## src/logic/das_diag_defs.svh

```systemverilog
// Notes on behaviour
// - Bit 11 of the alert status always equals the scan expiry flag: 1 when a scan was halted by timeout.
// - A scan expiry fault halts the ongoing scan and sets the scan expiry flag to 1.
// - The scan expiry alert is enabled automatically whenever scan expiry disable is 0.
// - Bit 11 is read-only and clears only when software writes zero to the expiry flag in scan control.
// - Bit 3 reports the last zero-scale converter self-test result, 0 pass and 1 fail.
// - Bit 2 reports the last full-scale converter self-test result, 0 pass and 1 fail.
// - The converter self-tests run only while the shared self-test enable is set.
// - Bits 3..0 clear only on a written zero; a written one leaves them unchanged.
// - Bit 1 reports comparator accuracy over-voltage result; runs only for scan configuration 001 or 010 with enable 1.
// - Bit 0 reports comparator accuracy under-voltage result under the same conditions.
`ifndef DAS_DIAG_DEFS_SVH
`define DAS_DIAG_DEFS_SVH

`define DAS_ADR_ALERT 4'h0
`define DAS_ADR_SCAN 4'h1
`define DAS_ADR_CFG 4'h2
`define DAS_ADR_IRQ_STAT 4'h3
`define DAS_ADR_IRQ_EN 4'h4
`define DAS_ADR_IRQ_CLR 4'h5

`define DAS_BIT_EXPIRY 11
`define DAS_BIT_LOW 3
`define DAS_BIT_HIGH 2
`define DAS_BIT_OVER 1
`define DAS_BIT_UNDER 0

`define DAS_SCAN_BIT_START 0
`define DAS_SCAN_BIT_FLAG 1
`define DAS_SCAN_BIT_BUSY 2
`define DAS_CFG_BIT_TODIS 0
`define DAS_CFG_BIT_STEN 1
`define DAS_CFG_BIT_CAEN 2
`define DAS_CFG_LSB_SCAN_CONFIGURATION 4
`define DAS_SCAN_CONFIGURATION_A 3'h1
`define DAS_SCAN_CONFIGURATION_B 3'h2

`define DAS_EXPIRY_NS 1000
`define DAS_CLK_NS 10
`define DAS_EXPIRY_CYC (`DAS_EXPIRY_NS / `DAS_CLK_NS)

`define DAS_IRQ_BITS 5
`define DAS_ZERO16 16'h0000

`endif

```

## src/logic/das_diag_pkg.sv

```systemverilog
package das_diag_pkg;
  typedef struct packed {
    logic low_fail;
    logic high_fail;
    logic over_fail;
    logic under_fail;
  } das_result_s;

  typedef enum logic [1:0] {
    DAS_IDLE,
    DAS_SCAN,
    DAS_HALT
  } das_scan_e;
endpackage : das_diag_pkg

```

## src/logic/das_diag_alert.sv

```systemverilog
`timescale 1ns/1ps
`include "das_diag_defs.svh"
module das_diag_alert #(
  parameter int EXPIRY_CYCLES = `DAS_EXPIRY_CYC
) (
  input wire logic clk_in,
  input wire logic rst_n_in,
  input wire logic wb_cyc_in,
  input wire logic wb_stb_in,
  input wire logic wb_we_in,
  input wire logic [3:0] wb_adr_in,
  input wire logic [3:0] wb_sel_in,
  input wire logic [31:0] wb_dat_in,
  output logic [31:0] wb_dat_out,
  output logic wb_ack_out,
  input wire logic scan_done_in,
  input wire das_diag_pkg::das_result_s result_in,
  input wire logic result_valid_in,
  output logic scan_active_out,
  output logic selftest_run_out,
  output logic compacc_run_out,
  output logic irq_out
);
  // Scan completion and results come from an asynchronous acquisition engine
  logic [1:0] pin_async;
  logic [1:0] pin_mid;
  logic [1:0] pin_lvl;
  logic [1:0] pin_seen_r;
  logic [1:0] pin_seen_nxt;
  logic res_load;
  das_diag_pkg::das_result_s res_r;
  das_diag_pkg::das_result_s res_nxt;

  das_diag_pkg::das_scan_e state_r;
  das_diag_pkg::das_scan_e state_nxt;
  logic expiry_flag_r;
  logic expiry_flag_nxt;
  logic [3:0] alert_r;
  logic [3:0] alert_nxt;
  logic todis_r;
  logic todis_nxt;
  logic sten_r;
  logic sten_nxt;
  logic caen_r;
  logic caen_nxt;
  logic [2:0] scan_configuration_r;
  logic [2:0] scan_configuration_nxt;
  logic [4:0] irq_stat_r;
  logic [4:0] irq_stat_nxt;
  logic [4:0] irq_en_r;
  logic [4:0] irq_en_nxt;
  logic scan_active_nxt;
  logic selftest_run_nxt;
  logic compacc_run_nxt;
  logic irq_nxt;
  logic ack_nxt;
  logic [31:0] rdat_nxt;
  logic expired;
  logic done_evt;
  logic valid_evt;
  logic done_lvl;
  logic valid_lvl;
  logic wr_en;
  logic lo_wr;
  logic compacc_ok;
  logic [4:0] events;

  // Index 0 carries scan completion, index 1 result valid
  assign pin_async = {result_valid_in, scan_done_in};

  // Three stages per pin; a change counts once the last two agree
  for (genvar g = 0; g < 2; g++) begin : g_sync
    logic [2:0] sync_r;
    logic [2:0] sync_nxt;
    assign sync_nxt = {sync_r[1:0], pin_async[g]};
    assign pin_mid[g] = sync_r[1];
    assign pin_lvl[g] = (sync_r[2] == sync_r[1]) ? sync_r[1] : pin_seen_r[g];
    always_ff @(posedge clk_in) begin
      if (!rst_n_in) begin
        sync_r <= 3'h0;
      end else begin
        sync_r <= sync_nxt;
      end
    end
  end

  assign pin_seen_nxt = pin_lvl;
  assign done_lvl = pin_lvl[0];
  assign valid_lvl = pin_lvl[1];
  assign done_evt = done_lvl & ~pin_seen_r[0];
  assign valid_evt = valid_lvl & ~pin_seen_r[1];
  // Load one stage early so the counted valid edge already sees this acquisition
  assign res_load = pin_mid[1];

  // Results are held stable by the engine while valid is high
  always_comb begin
    res_nxt = res_r;
    if (res_load) begin
      res_nxt = result_in;
    end
  end

  always_ff @(posedge clk_in) begin
    if (!rst_n_in) begin
      pin_seen_r <= 2'h0;
      res_r <= '0;
    end else begin
      pin_seen_r <= pin_seen_nxt;
      res_r <= res_nxt;
    end
  end

  // Timer only runs while a scan is live and the expiry check is enabled
  das_scan_timer #(
    .CYCLES(EXPIRY_CYCLES)
  ) u_timer (
    .clk_in(clk_in),
    .rst_n_in(rst_n_in),
    .run_in((state_r == das_diag_pkg::DAS_SCAN) & ~todis_r & ~expired),
    .expired_out(expired)
  );

  assign wr_en = wb_cyc_in & wb_stb_in & wb_we_in & ~wb_ack_out;
  assign lo_wr = wr_en & wb_sel_in[0];
  assign compacc_ok = caen_r & ((scan_configuration_r == `DAS_SCAN_CONFIGURATION_A) | (scan_configuration_r == `DAS_SCAN_CONFIGURATION_B));

  always_comb begin
    state_nxt = state_r;
    expiry_flag_nxt = expiry_flag_r;
    unique case (state_r)
      das_diag_pkg::DAS_IDLE: begin
        if (lo_wr & (wb_adr_in == `DAS_ADR_SCAN) & wb_dat_in[`DAS_SCAN_BIT_START]) begin
          state_nxt = das_diag_pkg::DAS_SCAN;
        end
      end
      das_diag_pkg::DAS_SCAN: begin
        if (expired & ~todis_r) begin
          state_nxt = das_diag_pkg::DAS_HALT;
          expiry_flag_nxt = 1'b1;
        end else if (done_evt) begin
          state_nxt = das_diag_pkg::DAS_IDLE;
        end
      end
      das_diag_pkg::DAS_HALT: begin
        if (~expiry_flag_r) begin
          state_nxt = das_diag_pkg::DAS_IDLE;
        end
      end
      default: state_nxt = das_diag_pkg::DAS_IDLE;
    endcase
    // Clearing the flag releases a halted scan; a new expiry in the same cycle wins
    if (lo_wr & (wb_adr_in == `DAS_ADR_SCAN) & ~wb_dat_in[`DAS_SCAN_BIT_FLAG]
        & ~(expired & ~todis_r & (state_r == das_diag_pkg::DAS_SCAN))) begin
      expiry_flag_nxt = 1'b0;
    end
  end

  always_comb begin
    alert_nxt = alert_r;
    // Write zero clears, write one is ignored, fresh fail wins over the clear
    if (lo_wr & (wb_adr_in == `DAS_ADR_ALERT)) begin
      alert_nxt = alert_r & wb_dat_in[3:0];
    end
    if (valid_evt & sten_r) begin
      alert_nxt[`DAS_BIT_LOW] = alert_nxt[`DAS_BIT_LOW] | res_r.low_fail;
      alert_nxt[`DAS_BIT_HIGH] = alert_nxt[`DAS_BIT_HIGH] | res_r.high_fail;
    end
    if (valid_evt & compacc_ok) begin
      alert_nxt[`DAS_BIT_OVER] = alert_nxt[`DAS_BIT_OVER] | res_r.over_fail;
      alert_nxt[`DAS_BIT_UNDER] = alert_nxt[`DAS_BIT_UNDER] | res_r.under_fail;
    end
  end

  always_comb begin
    todis_nxt = todis_r;
    sten_nxt = sten_r;
    caen_nxt = caen_r;
    scan_configuration_nxt = scan_configuration_r;
    irq_en_nxt = irq_en_r;
    if (lo_wr & (wb_adr_in == `DAS_ADR_CFG)) begin
      todis_nxt = wb_dat_in[`DAS_CFG_BIT_TODIS];
      sten_nxt = wb_dat_in[`DAS_CFG_BIT_STEN];
      caen_nxt = wb_dat_in[`DAS_CFG_BIT_CAEN];
      scan_configuration_nxt = wb_dat_in[`DAS_CFG_LSB_SCAN_CONFIGURATION +: 3];
    end
    if (lo_wr & (wb_adr_in == `DAS_ADR_IRQ_EN)) begin
      irq_en_nxt = wb_dat_in[`DAS_IRQ_BITS-1:0];
    end
  end

  assign events = {expiry_flag_nxt & ~expiry_flag_r, alert_nxt & ~alert_r};

  always_comb begin
    irq_stat_nxt = irq_stat_r;
    if (lo_wr & (wb_adr_in == `DAS_ADR_IRQ_CLR)) begin
      irq_stat_nxt = irq_stat_r & ~wb_dat_in[`DAS_IRQ_BITS-1:0];
    end
    irq_stat_nxt = irq_stat_nxt | events;
  end

  always_comb begin
    rdat_nxt = 32'h0000_0000;
    ack_nxt = wb_cyc_in & wb_stb_in & ~wb_ack_out;
    unique case (wb_adr_in)
      `DAS_ADR_ALERT: begin
        rdat_nxt[`DAS_BIT_EXPIRY] = expiry_flag_r;
        rdat_nxt[3:0] = alert_r;
      end
      `DAS_ADR_SCAN: begin
        rdat_nxt[`DAS_SCAN_BIT_FLAG] = expiry_flag_r;
        rdat_nxt[`DAS_SCAN_BIT_BUSY] = (state_r == das_diag_pkg::DAS_SCAN);
      end
      `DAS_ADR_CFG: begin
        rdat_nxt[`DAS_CFG_BIT_TODIS] = todis_r;
        rdat_nxt[`DAS_CFG_BIT_STEN] = sten_r;
        rdat_nxt[`DAS_CFG_BIT_CAEN] = caen_r;
        rdat_nxt[`DAS_CFG_LSB_SCAN_CONFIGURATION +: 3] = scan_configuration_r;
      end
      `DAS_ADR_IRQ_STAT: rdat_nxt[`DAS_IRQ_BITS-1:0] = irq_stat_r;
      `DAS_ADR_IRQ_EN: rdat_nxt[`DAS_IRQ_BITS-1:0] = irq_en_r;
      default: rdat_nxt = 32'h0000_0000;
    endcase
  end

  // Outputs follow the next state so each one leaves its own flip-flop
  always_comb begin
    scan_active_nxt = (state_nxt == das_diag_pkg::DAS_SCAN);
    selftest_run_nxt = sten_nxt & scan_active_nxt;
    compacc_run_nxt = scan_active_nxt & caen_nxt
      & ((scan_configuration_nxt == `DAS_SCAN_CONFIGURATION_A) | (scan_configuration_nxt == `DAS_SCAN_CONFIGURATION_B));
    irq_nxt = |(irq_stat_nxt & irq_en_nxt);
  end

  always_ff @(posedge clk_in) begin
    if (!rst_n_in) begin
      state_r <= das_diag_pkg::DAS_IDLE;
      expiry_flag_r <= 1'b0;
    end else begin
      state_r <= state_nxt;
      expiry_flag_r <= expiry_flag_nxt;
    end
  end

  always_ff @(posedge clk_in) begin
    if (!rst_n_in) begin
      alert_r <= 4'h0;
    end else begin
      alert_r <= alert_nxt;
    end
  end

  always_ff @(posedge clk_in) begin
    if (!rst_n_in) begin
      todis_r <= 1'b0;
      sten_r <= 1'b0;
      caen_r <= 1'b0;
      scan_configuration_r <= 3'h0;
      irq_en_r <= 5'h00;
    end else begin
      todis_r <= todis_nxt;
      sten_r <= sten_nxt;
      caen_r <= caen_nxt;
      scan_configuration_r <= scan_configuration_nxt;
      irq_en_r <= irq_en_nxt;
    end
  end

  always_ff @(posedge clk_in) begin
    if (!rst_n_in) begin
      irq_stat_r <= 5'h00;
    end else begin
      irq_stat_r <= irq_stat_nxt;
    end
  end

  always_ff @(posedge clk_in) begin
    if (!rst_n_in) begin
      wb_ack_out <= 1'b0;
      wb_dat_out <= 32'h0000_0000;
    end else begin
      wb_ack_out <= ack_nxt;
      wb_dat_out <= rdat_nxt;
    end
  end

  always_ff @(posedge clk_in) begin
    if (!rst_n_in) begin
      scan_active_out <= 1'b0;
      selftest_run_out <= 1'b0;
      compacc_run_out <= 1'b0;
      irq_out <= 1'b0;
    end else begin
      scan_active_out <= scan_active_nxt;
      selftest_run_out <= selftest_run_nxt;
      compacc_run_out <= compacc_run_nxt;
      irq_out <= irq_nxt;
    end
  end
endmodule : das_diag_alert

```

## src/logic/das_scan_timer.sv

```systemverilog
`timescale 1ns/1ps
`include "das_diag_defs.svh"
module das_scan_timer #(
  parameter int CYCLES = `DAS_EXPIRY_CYC
) (
  input wire logic clk_in,
  input wire logic rst_n_in,
  input wire logic run_in,
  output logic expired_out
);
  logic [15:0] cnt_r;
  logic [15:0] cnt_nxt;
  logic expired_nxt;

  always_comb begin
    cnt_nxt = `DAS_ZERO16;
    expired_nxt = 1'b0;
    if (run_in) begin
      cnt_nxt = cnt_r + 16'h0001;
      expired_nxt = (cnt_r == 16'(CYCLES - 1));
    end
  end

  always_ff @(posedge clk_in) begin
    if (!rst_n_in) begin
      cnt_r <= `DAS_ZERO16;
      expired_out <= 1'b0;
    end else begin
      cnt_r <= cnt_nxt;
      expired_out <= expired_nxt;
    end
  end
endmodule : das_scan_timer

```

## config.mk

```make
export PLATFORM = sky130hd
export DESIGN_NAME = das_diag_alert
export DESIGN_NICKNAME = d
export VERILOG_FILES = /design/src/logic/das_diag_pkg.sv /design/src/logic/das_diag_alert.sv /design/src/logic/das_scan_timer.sv
export VERILOG_INCLUDE_DIRS = /design/src /design/src/logic
export SDC_FILE = /design/constraint.sdc
export NUM_CORES = 1
export LEC_CHECK = 0
export BUFFER_PORTS_ARGS = -buffer_cell sky130_fd_sc_hd__buf_4
export CORE_MARGIN = 1.5
export CORE_UTILIZATION = 35
export CTS_CLUSTER_SIZE = 40
export DETAILED_ROUTE_END_ITERATION = 6
export PLACE_DENSITY = 0.55
export RECOVER_POWER = 100
export SYNTH_ARGS = -nofsm -noshare
export SYNTH_HDL_FRONTEND = slang
export SYNTH_SLANG_ARGS = --single-unit
```

## constraint.sdc

```tcl
create_clock -name clk_in -period 2.45 [get_ports clk_in]
set_input_delay 0.245 -clock clk_in [delete_from_list [all_inputs] [get_ports clk_in]]
set_output_delay 0.245 -clock clk_in [all_outputs]
set_load 0.05 [all_outputs]
```

---- After elaboration in Yosys (flattened, before gate mapping) ----
Index checks and enable logic that the tools add are counted.
word-level totals
  input port bits ......................... 51
  register bits after elaboration ......... 89
  logic and storage cells ................. 118
  output and inout port bits .............. 37
cells by class
  bitwise gates (word level) .............. 47
  reduce and logical (&&, ||, !) cells .... 6
  equality and inequality tests ........... 15
  mux-type cells .......................... 22
  $add $sub $neg .......................... 1
operator list
  kind                                                                     number
  1-bit bitwise AND                                                        26
  16-bit by 1-bit adder with 16-bit output (second input constant)         1
  16-bit by 7-bit equality test with 1-bit output (second input constant)  1
  2-bit two-way mux                                                        6
  5-bit bitwise AND                                                        2
  5-bit two-way mux                                                        2
  2-bit one-hot mux with 5 select lines                                    1
  4-bit bitwise AND                                                        2
  4-bit by 2-bit equality test with 1-bit output (second input constant)   2
  4-bit by 3-bit equality test with 1-bit output (second input constant)   2
  1-bit inverter                                                           8
  1-bit two-way mux                                                        7
  3-bit by 1-bit equality test with 1-bit output (second input constant)   2
  3-bit by 2-bit equality test with 1-bit output (second input constant)   2
  1-bit OR                                                                 6
  1-bit one-hot mux with 3 select lines                                    2
  2-bit one-hot mux with 3 select lines                                    1
  2-bit AND reduction                                                      3
  5-bit inverter                                                           1
  5-bit OR                                                                 1
  5-bit OR reduction                                                       1
  2-bit by 1-bit equality test with 1-bit output (second input constant)   2
  4-bit by 1-bit equality test with 1-bit output (second input constant)   1
  4-bit zero test                                                          1
  7 further kinds                                                          8

---- Longest topological paths before layout ----
Gate-level depths: netlist (run 1).
  word-level depth ........................ 12
  gate-level depth with buffers ........... 7
  mapped depth without buffers ............ 6

---- By module ----
From an unflattened synthesis (run 1), not the netlist that was laid out.
unflattened totals
  cell total of the unflattened synthesis .. 304
  area, all modules ....................... 2944.1 um^2
modules (own cells, without submodules)
  module          times used  area an instance (um^2)  cells each  sequential area each (um^2)
  das_diag_alert  1           2165.8                   220         960.9
  das_scan_timer  1           778.2                    84          340.3

---- Worst setup path before layout (run 1) ----
OpenSTA, ideal clock, no wires.
  path kind ............................... register to register
  start point ............................. register wb_ack_out
  end point ............................... register irq_out
  library setup time ...................... 0.125 ns
  period minus slack after synthesis ...... 2.078 ns
  buffers on the path ..................... 2
  arrival time ............................ 1.952 ns
  data required time ...................... 2.325 ns
  stages on the path, launching flop included .. 8
  setup slack ............................. 0.372 ns
  path through ............................ dfxtp_1 and3b_1 buf_6 and4_4 buf_6 mux2i_1 o21ba_1 o41a_1
between the ends
  word-level cells in the longest chain between the ends .. 11
  elaborated cells on any way between the ends .. 24
  classes of those cells .................. mux: 6; bitwise: 17; reduce/logical: 1
RTL lines
  element                                                        line                                          source
  start: declaration                                             das_diag_alert.sv:15                          output logic wb_ack_out,
  start signal: assignment                                       das_diag_alert.sv:281                         wb_ack_out <= ack_nxt;
  1-bit inverter *                                               das_diag_alert.sv:123                         assign wr_en = wb_cyc_in & wb_stb_in & wb_we_in & ~wb_ack_out;
  1-bit bitwise AND *                                            das_diag_alert.sv:123
  1-bit bitwise AND *                                            das_diag_alert.sv:124                         assign lo_wr = wr_en & wb_sel_in[0];
  1-bit bitwise AND (on tied branches)                           das_diag_alert.sv:161, das_diag_alert.sv:152
  4-bit two-way mux / 1-bit bitwise AND (equally long branches)  das_diag_alert.sv:161, das_diag_alert.sv:152
  1-bit OR (tied with other cells)                               das_diag_alert.sv:170                         alert_nxt[`DAS_BIT_UNDER] = alert_nxt[`DAS_BIT_UNDER] | res_r.under_fail;
  2-bit two-way mux (tied with other cells)                      das_diag_alert.sv:168                         if (valid_evt & compacc_ok) begin
  4-bit bitwise AND / 1-bit bitwise AND (equally long branches)  das_diag_alert.sv:191                         assign events = {expiry_flag_nxt & ~expiry_flag_r, alert_nxt & ~alert_r};
  5-bit OR                                                       das_diag_alert.sv:198                         irq_stat_nxt = irq_stat_nxt | events;
  5-bit bitwise AND *                                            das_diag_alert.sv:231                         irq_nxt = |(irq_stat_nxt & irq_en_nxt);
  5-bit OR reduction *                                           das_diag_alert.sv:231
  end signal: assignment                                         das_diag_alert.sv:296                         irq_out <= irq_nxt;
  end: declaration                                               das_diag_alert.sv:22                          output logic irq_out
Every way passes the cells marked *; elsewhere a longest branch is shown, timed or not.
A chain may end at the register's enable or synchronous reset.

---- Final worst setup path (run 1) ----
  start point ............................. input port wb_adr_in[0]
  end point ............................... register irq_out
between the ends
  word-level cells in the longest chain between the ends .. 9
  elaborated cells on any way between the ends .. 25
  classes of those cells .................. eq/ne: 3; mux: 6; bitwise: 14; reduce/logical: 2
RTL lines
  element                                                                                   line                                          source
  start: declaration                                                                        das_diag_alert.sv:11                          input wire logic [3:0] wb_adr_in,
  4-bit by 1-bit equality test with 1-bit output / 4-bit zero test (equally long branches)  -
  1-bit bitwise AND (on tied branches)                                                      das_diag_alert.sv:152, das_diag_alert.sv:161
  1-bit bitwise AND / 4-bit two-way mux (equally long branches)                             das_diag_alert.sv:152, das_diag_alert.sv:161
  1-bit bitwise AND (tied with other cells)                                                 das_diag_alert.sv:152                         if (lo_wr & (wb_adr_in == `DAS_ADR_SCAN) & ~wb_dat_in[`DAS_SCAN_BIT_FLAG]
  1-bit two-way mux (tied with other cells)                                                 das_diag_alert.sv:152
  1-bit bitwise AND / 4-bit bitwise AND (equally long branches)                             das_diag_alert.sv:191
  5-bit OR                                                                                  das_diag_alert.sv:198
  5-bit bitwise AND *                                                                       das_diag_alert.sv:231
  5-bit OR reduction *                                                                      das_diag_alert.sv:231
Marked as above.

==> results of run 1 <==
-- kinds of logic (layout without fill, tap and decap cells) --
| group | count (synthesis) | after routing | share of synthesized area [%] |
|---|---|---|---|
| flip-flops | 65 | 65 | 44.6 |
| other | 1 | 24 | 0.129 |
| buffers and inverters | 42 | 61 | 9.57 |
| multiplexers | 20 | 20 | 8.07 |
| adder cells (fa/ha/maj) | 1 | 1 | 0.429 |
| AND/OR/NAND/NOR | 122 | 122 | 24.6 |
| AO/OA/AOI/OAI | 36 | 36 | 8.63 |
| XOR/XNOR | 13 | 13 | 3.91 |
-- cell type report --
type                            instances  share of cell area [%]
Multi-Input combinational cell        216                    42.8
Sequential cell                        65                    39.2
Timing Repair Buffer                   40                    7.12
Clock buffer                           11                    3.96
Tap cell                              105                    3.96
Clock inverter                          5                    2.41
Inverter                                5                   0.565
-- per-stage QoR --
| step | cells | cell area [um2] |
|---|---|---|
| after floorplan | 323 | 3000 |
| after global placement | 431 | 3170 |
| after detailed placement | 431 | 3170 |
| after CTS | 447 | 3380 |
| after global routing | 447 | 3320 |
| final | 447 | 3320 |
-- worst min-delay path by stage --
stage	startpoint	end	slack [ps]	depth (start not counted)
floorplan	scan_done_in	g_sync[0].sync_r[0]	370	1
global placement	g_sync[1].sync_r[0]	g_sync[1].sync_r[1]	420	1
detailed placement	g_sync[1].sync_r[0]	g_sync[1].sync_r[1]	420	1
CTS	scan_done_in	g_sync[0].sync_r[0]	90	2
global route	result_valid_in	g_sync[1].sync_r[0]	90	2
finish	scan_done_in	g_sync[0].sync_r[0]	110	2
-- worst max-delay path, delay by kind of cell --
| family | cells | cell delay, ps |
|---|---|---|
| buffers and inverters | 1 | 420 |
| AOI/OAI and AO/OA | 3 | 860 |
| and+or+nand+nor | 2 | 620 |
-- report_power, final --
group | switching [uW] | internal (uW) | total [uW] | leakage (uW)
Sequential | 4.49 | 1060 | 1070 | 0.000525
Combinational | 126 | 46.1 | 172 | 0.000587
Clock | 411 | 572 | 983 | 0.0000995
Total | 542 | 1680 | 2220 | 0.00121
-- synth_stat cells (all sizes together), types with 2 or more instances --
| master | number | area, um2 |
|---|---|---|
| nand4 | 5 | 31.3 |
| clkbuf | 7 | 26.3 |
| o21ai | 10 | 50.1 |
| and4 | 3 | 28.8 |
| and3 | 5 | 31.3 |
| a2bb2oi | 3 | 26.3 |
| a22oi | 4 | 30.0 |
| buf | 30 | 234 |
| and3b | 3 | 26.3 |
| mux4 | 2 | 52.6 |
| mux2i | 16 | 160 |
| and2 | 9 | 56.3 |
| nor2b | 28 | 175 |
| a22o | 2 | 17.5 |
| o21a | 3 | 22.5 |
| xor2 | 6 | 52.6 |
| a21oi | 3 | 15.0 |
| nor2 | 23 | 86.3 |
| nor4 | 3 | 18.8 |
| xnor2 | 7 | 61.3 |
| mux2 | 2 | 22.5 |
| nand2 | 13 | 48.8 |
| nor3 | 3 | 15.0 |
| dfxtp | 65 | 1300 |
| a21boi | 6 | 45.0 |
| nor3b | 2 | 15.0 |
| nor4b | 5 | 58.8 |
| nand3 | 12 | 60.1 |
| and4b | 2 | 20.0 |
| inv | 5 | 18.8 |
| or3 | 3 | 18.8 |
-- metal layers --
layer  GRT usage, %  part of all wire (%)  vias up
met5              0                     0        -
met2           22.8                    46       63
li1               -                     -     1071
met1           17.0                    45      964
met3           5.99                   6.0       15
met4           7.09                   2.5        0
-- state kept, by name, summed over array words and instances, names as in the netlist, 2 cells and up --
name	count
scan_configuration_r	3
irq_en_r	5
irq_stat_r	5
wb_dat_out	8
res_r	4
pin_seen_r	2
alert_r	4
state_r	2
u_timer.cnt_r	16
g_sync.sync_r	6
==> qor.csv, run 1 <==
stage,metric,value,unit
status,status,"complete, but fails checks",
status,failing checks,"max-capacitance violations, max-slew violations",
cts,worst-case clock buffer depth,2,
flow_run,max cap viols,1,
cts,setup bufs post-CTS,0,
power_and_ir_drop,Worst VDD drop,302,uV
sta,Fin Setup TNS,0,ps
setup_path,Critical Path RT,2670,ps
layout,Nets,389,
layout,most frequent cells in the layout,"dfxtp_1 (65), nor2b_1 (28), conb_1 (24), nor2_1 (23), buf_4 (23)",
synth,"Avg Cell Area, Syn",9.72,um2
cts,post-cts sizing count,0,
placed_design,port bufs,35,
routing,"wirelength, routed",5870,um
sta,Final Hold Viols,0,
cts,Clock Pin Slew Worst Setup and Hold Paths,70,ps
synth,Seq cells post-synth,65,
placed_design,setup slack at placement,435,ps
sta,Setup Viol. Count Final,0,
setup_path,Reg2Reg Setup Slack,540,ps
sta,Slew @ Worst Pin,1590,ps
sta,Min Hold Slack,112,ps
cts,clock sink count,65,
synth,Post-synth ARST share,0,%
setup_path,Critical Path Sink Type,flip-flop,
routing,vias per cell,4.73,
layout,layout overhead on the synthesized area,13.9,%
cts,clk_lat worst skew,340,ps
global_routing,largest net degree at the start of global routing,46,
die,area of the die,8890,um2
die,FP Rows,33,
placed_design,RePlAce Congestion,0.753,
layout,fill count,851,
setup_path,startpoint types,primary input,
routing,Final ANT Viol Nets,0,
synth,Post-Syn Instances,300,
sta,fmax,519,MHz
layout,final core utilization,40.8,%
layout,FF/Latch Area,1300,um2
setup_path,Setup CP Type,primary input to flip-flop,
die,Die W,94.3,um
layout,ANT cells,0,
global_routing,GR Overflow Total,0,
sta,Final Max Slew Viols,46,
cts,hold_buf cts,0,
sta,Worst Skew,10.6,ps
synth,library cells used by synthesis,45,
synth,Post-synth EDFFs,0,
cts,CTS buffer count,9,
global_routing,first-pass GRT wire length,9620,um
setup_path,reg2reg path depth,5,
cts,Root Buffer,clkbuf_8,
sta,RSZ-0062 raised after global routing,no,
power_and_ir_drop,Tot Pwr,2220,uW
sta,Final period util,78.6,%
sta,Slew headroom,-5.97,%
setup_path,Worst path max stage delay,460,ps
die,Die H,94.3,um
layout,"most common cell after layout, fill and taps aside",dfxtp_1,
routing,DRT Pass-1 Iters,4,
setup_path,Worst setup startpoint,wb_adr_in[0],
synth,"Top FF cell, synth",dfxtp_1,
die,starting density of the core,35.8,%
global_routing,vias in the first global route,2027,
routing,mean routed wirelength per cell,13.1,um
cts,CTS tree,built,
routing,post-route DRC violation count,0,
layout,area occupied by multi-input gates,1420,um2
layout,layout cells sized above 1,12.6,%
global_routing,initial antenna violation count,0,
setup_path,crit path max fanout,10,
setup_path,crit-path cells,clkbuf_1 > and4b_1 > nand4_1 > a2bb2oi_1 > o22ai_1 > o41a_1,
power_and_ir_drop,Pleak,0.00121,uW
placed_design,Post-DP HPWL,4120,um
die,core area,8130,um2
routing,drt initial violations,83,
global_routing,total track usage,14.5,%
die,I/O pin total,88,
sta,final setup margin,524,ps
setup_path,R2R Path Start,g_sync[1].sync_r[1],
synth,Yosys warnings,0,
setup_path,end of the critical path,irq_out,
setup_path,RR Endpoint,irq_out,
setup_path,Worst EP arrival,2150,ps
setup_path,slowest CP cell,and4b_1,
sta,Tmin final,1930,ps
synth,Post-Syn Area,2920,um2
cts,CTS H-tree lvls,3,
min_path,Hold Path Class,primary input to flip-flop,
routing,via total after detailed routing,2113,
synth,"Seq/Total Area, Yosys",44.6,%
power_and_ir_drop,PD cells,669,nW/um2
No activity file was read; power rests on OpenSTA's default activity.
==> inputs of run 2 (changes only) <==
- clock period: 2.45 -> 1.99 ns (I/O delays scaled with it)
==> run 2 against run 1 <==
Against the previous run: the flow still finishes with violations (max-capacitance violations, max-slew violations); clock-buffer cell count unchanged; sequential power rose by 22%; combinational power increased by 27%; global-route usage is 0.083 points lower; core utilization is essentially flat; largest power group unchanged.
==> qor.csv, run 2 (synthesis results as in run 1) <==
stage,metric,value,unit
layout,Largest regs,"u_timer.cnt_r (16), wb_dat_out (8), g_sync.sync_r (6)",
sta,Setup Viol. Count Final,0,
power_and_ir_drop,Pleak,0.00123,uW
cts,CTS tree,built,
cts,hold_buf cts,0,
power_and_ir_drop,switch share,24.7,%
layout,"most common cell after layout, fill and taps aside",dfxtp_1,
layout,Nets,394,
setup_path,Worst EP arrival,2050,ps
setup_path,slowest CP cell,o41a_1,
sta,Final period util,92.1,%
power_and_ir_drop,PD cells,774,nW/um2
die,core area,8130,um2
cts,post-cts sizing count,0,
setup_path,startpoint types,flip-flop,
layout,layout overhead on the synthesized area,14.0,%
sta,Final Max Slew Viols,46,
cts,worst-case clock buffer depth,2,
setup_path,Setup CP Type,flip-flop to flip-flop,
setup_path,Reg2Reg Setup Slack,160,ps
min_path,Hold Path Class,primary input to flip-flop,
cts,setup bufs post-CTS,0,
placed_design,port bufs,35,
layout,Largest Register,u_timer.cnt_r,
min_path,hold path start,scan_done_in,
min_path,Hold Path Cell Cnt,2,
global_routing,vias in the first global route,2036,
sta,Slew @ Worst Pin,1570,ps
layout,most frequent cells in the layout,"dfxtp_1 (65), nor2b_1 (28), buf_4 (28), conb_1 (24), nor2_1 (23)",
die,Die H,94.3,um
die,Die W,94.3,um
layout,final core utilization,40.9,%
setup_path,RR Endpoint,irq_out,
routing,drt initial violations,61,
routing,DRT Pass-1 Iters,4,
die,I/O pin total,88,
global_routing,largest net degree at the start of global routing,46,
sta,Final Hold Viols,0,
routing,Final ANT Viol Nets,0,
global_routing,initial antenna violation count,0,
setup_path,Critical Path RT,2200,ps
routing,vias per cell,4.73,
die,FP Rows,33,
setup_path,Worst path max stage delay,410,ps
power_and_ir_drop,P_int,1940,uW
setup_path,crit path max fanout,5,
cts,CTS buffer count,9,
power_and_ir_drop,P_sw,635,uW
sta,Fin Setup TNS,0,ps
sta,RSZ-0062 raised after global routing,no,
die,area of the die,8890,um2
setup_path,reg2reg path depth,5,
status,status,"complete, but fails checks",
setup_path,critical path buffer and inverter count,0,
routing,"wirelength, routed",5890,um
cts,Clock Pin Slew Worst Setup and Hold Paths,70,ps
placed_design,RePlAce Congestion,0.797,
setup_path,Critical Path Sink Type,flip-flop,
min_path,endpoint of the worst hold path,g_sync[0].sync_r[0],
die,starting density of the core,35.8,%
cts,clock sink count,65,
layout,max reg flops,16,
cts,clk_lat worst skew,330,ps
sta,Slew headroom,-4.87,%
flow_run,max cap viols,1,
setup_path,R2R Path Start,wb_ack_out,
setup_path,crit-path cells,and3b_1 > and4_4 > mux2i_1 > o22ai_1 > o41a_1,
sta,Tmin final,1830,ps
layout,ANT cells,0,
global_routing,first-pass GRT wire length,9690,um
power_and_ir_drop,clock network fraction of total power,40.4,%
layout,fill count,813,
global_routing,GR Overflow Total,0,
routing,post-route DRC violation count,0,
power_and_ir_drop,Sequential Power Share,51.1,%
cts,Root Buffer,clkbuf_8,
global_routing,total track usage,14.4,%
status,failing checks,"max-capacitance violations, max-slew violations",
cts,CTS H-tree lvls,3,
routing,mean routed wirelength per cell,13.1,um
power_and_ir_drop,Gate power share,8.5,%
power_and_ir_drop,Worst VDD drop,304,uV
routing,via total after detailed routing,2132,
sta,Worst Skew,9.79,ps
layout,layout cells sized above 1,13.6,%
sta,fmax,546,MHz
placed_design,Post-DP HPWL,4260,um
setup_path,cell family with most CP delay,simple AND/OR/NAND/NOR gates,
run 2: changes by cell type in the layout (fill, tap and decap cells not counted), sizes merged:
cell and delta:
clkinvlp -2, bufinv -1, clkinv +2, buf +5
run 2: per-layer routing:
| layer | wire, um | vias to the layer above | global-route usage (%) |
|---|---|---|---|
| met1 | 2650 | 998 | 17.2 |
| met4 | 116 | 0 | 6.72 |
| met5 | 0 | - | 0 |
| met3 | 307 | 9 | 4.69 |
| met2 | 2820 | 50 | 23.4 |
| li1 | - | 1075 | - |
run 2: stage by stage:
stage / setup WS [ps] / cell area [um2] / cells / hold slack [ps] / total power, uW
floorplan: 63.9 / 3000 / 323 / 326 / 1540
global placement: 70.7 / 3210 / 436 / 411 / 1560
detailed placement: 44.8 / 3210 / 436 / 415 / 1570
CTS: 121 / 3390 / 451 / 68.0 / 2610
global route: 51.7 / 3320 / 451 / 81.1 / 2680
finish: 157 / 3320 / 451 / 82.8 / 2570
run 2: power by group through the flow:
stage	Clock [uW]	Combinational, uW	Sequential [uW]
floorplan	0	193	1350
global placement	0	221	1340
detailed placement	0	222	1340
CTS	1080	222	1310
global route	1130	234	1310
finish	1040	219	1310
run 2: final cells by class:
class | instances | area [um2] | area share [%]
multi-input cells | 216 | 1420 | 42.8
flip-flops and latches | 65 | 1300 | 39.2
repair buffers | 45 | 274 | 8.25
clock buffers | 11 | 131 | 3.95
well taps | 105 | 131 | 3.95
clock inverters | 4 | 45.0 | 1.36
inverters | 5 | 18.8 | 0.565
run 2: how the worst max path moves through the flow:
| stage | from | to | cells past startpoint |
|---|---|---|---|
| floorplan | wb_ack_out | irq_out | 7 |
| global placement | wb_adr_in[1] | irq_out | 6 |
| detailed placement | wb_adr_in[1] | irq_out | 6 |
| CTS | wb_ack_out | irq_out | 5 |
| global route | wb_ack_out | irq_out | 5 |
| finish | wb_ack_out | irq_out | 5 |
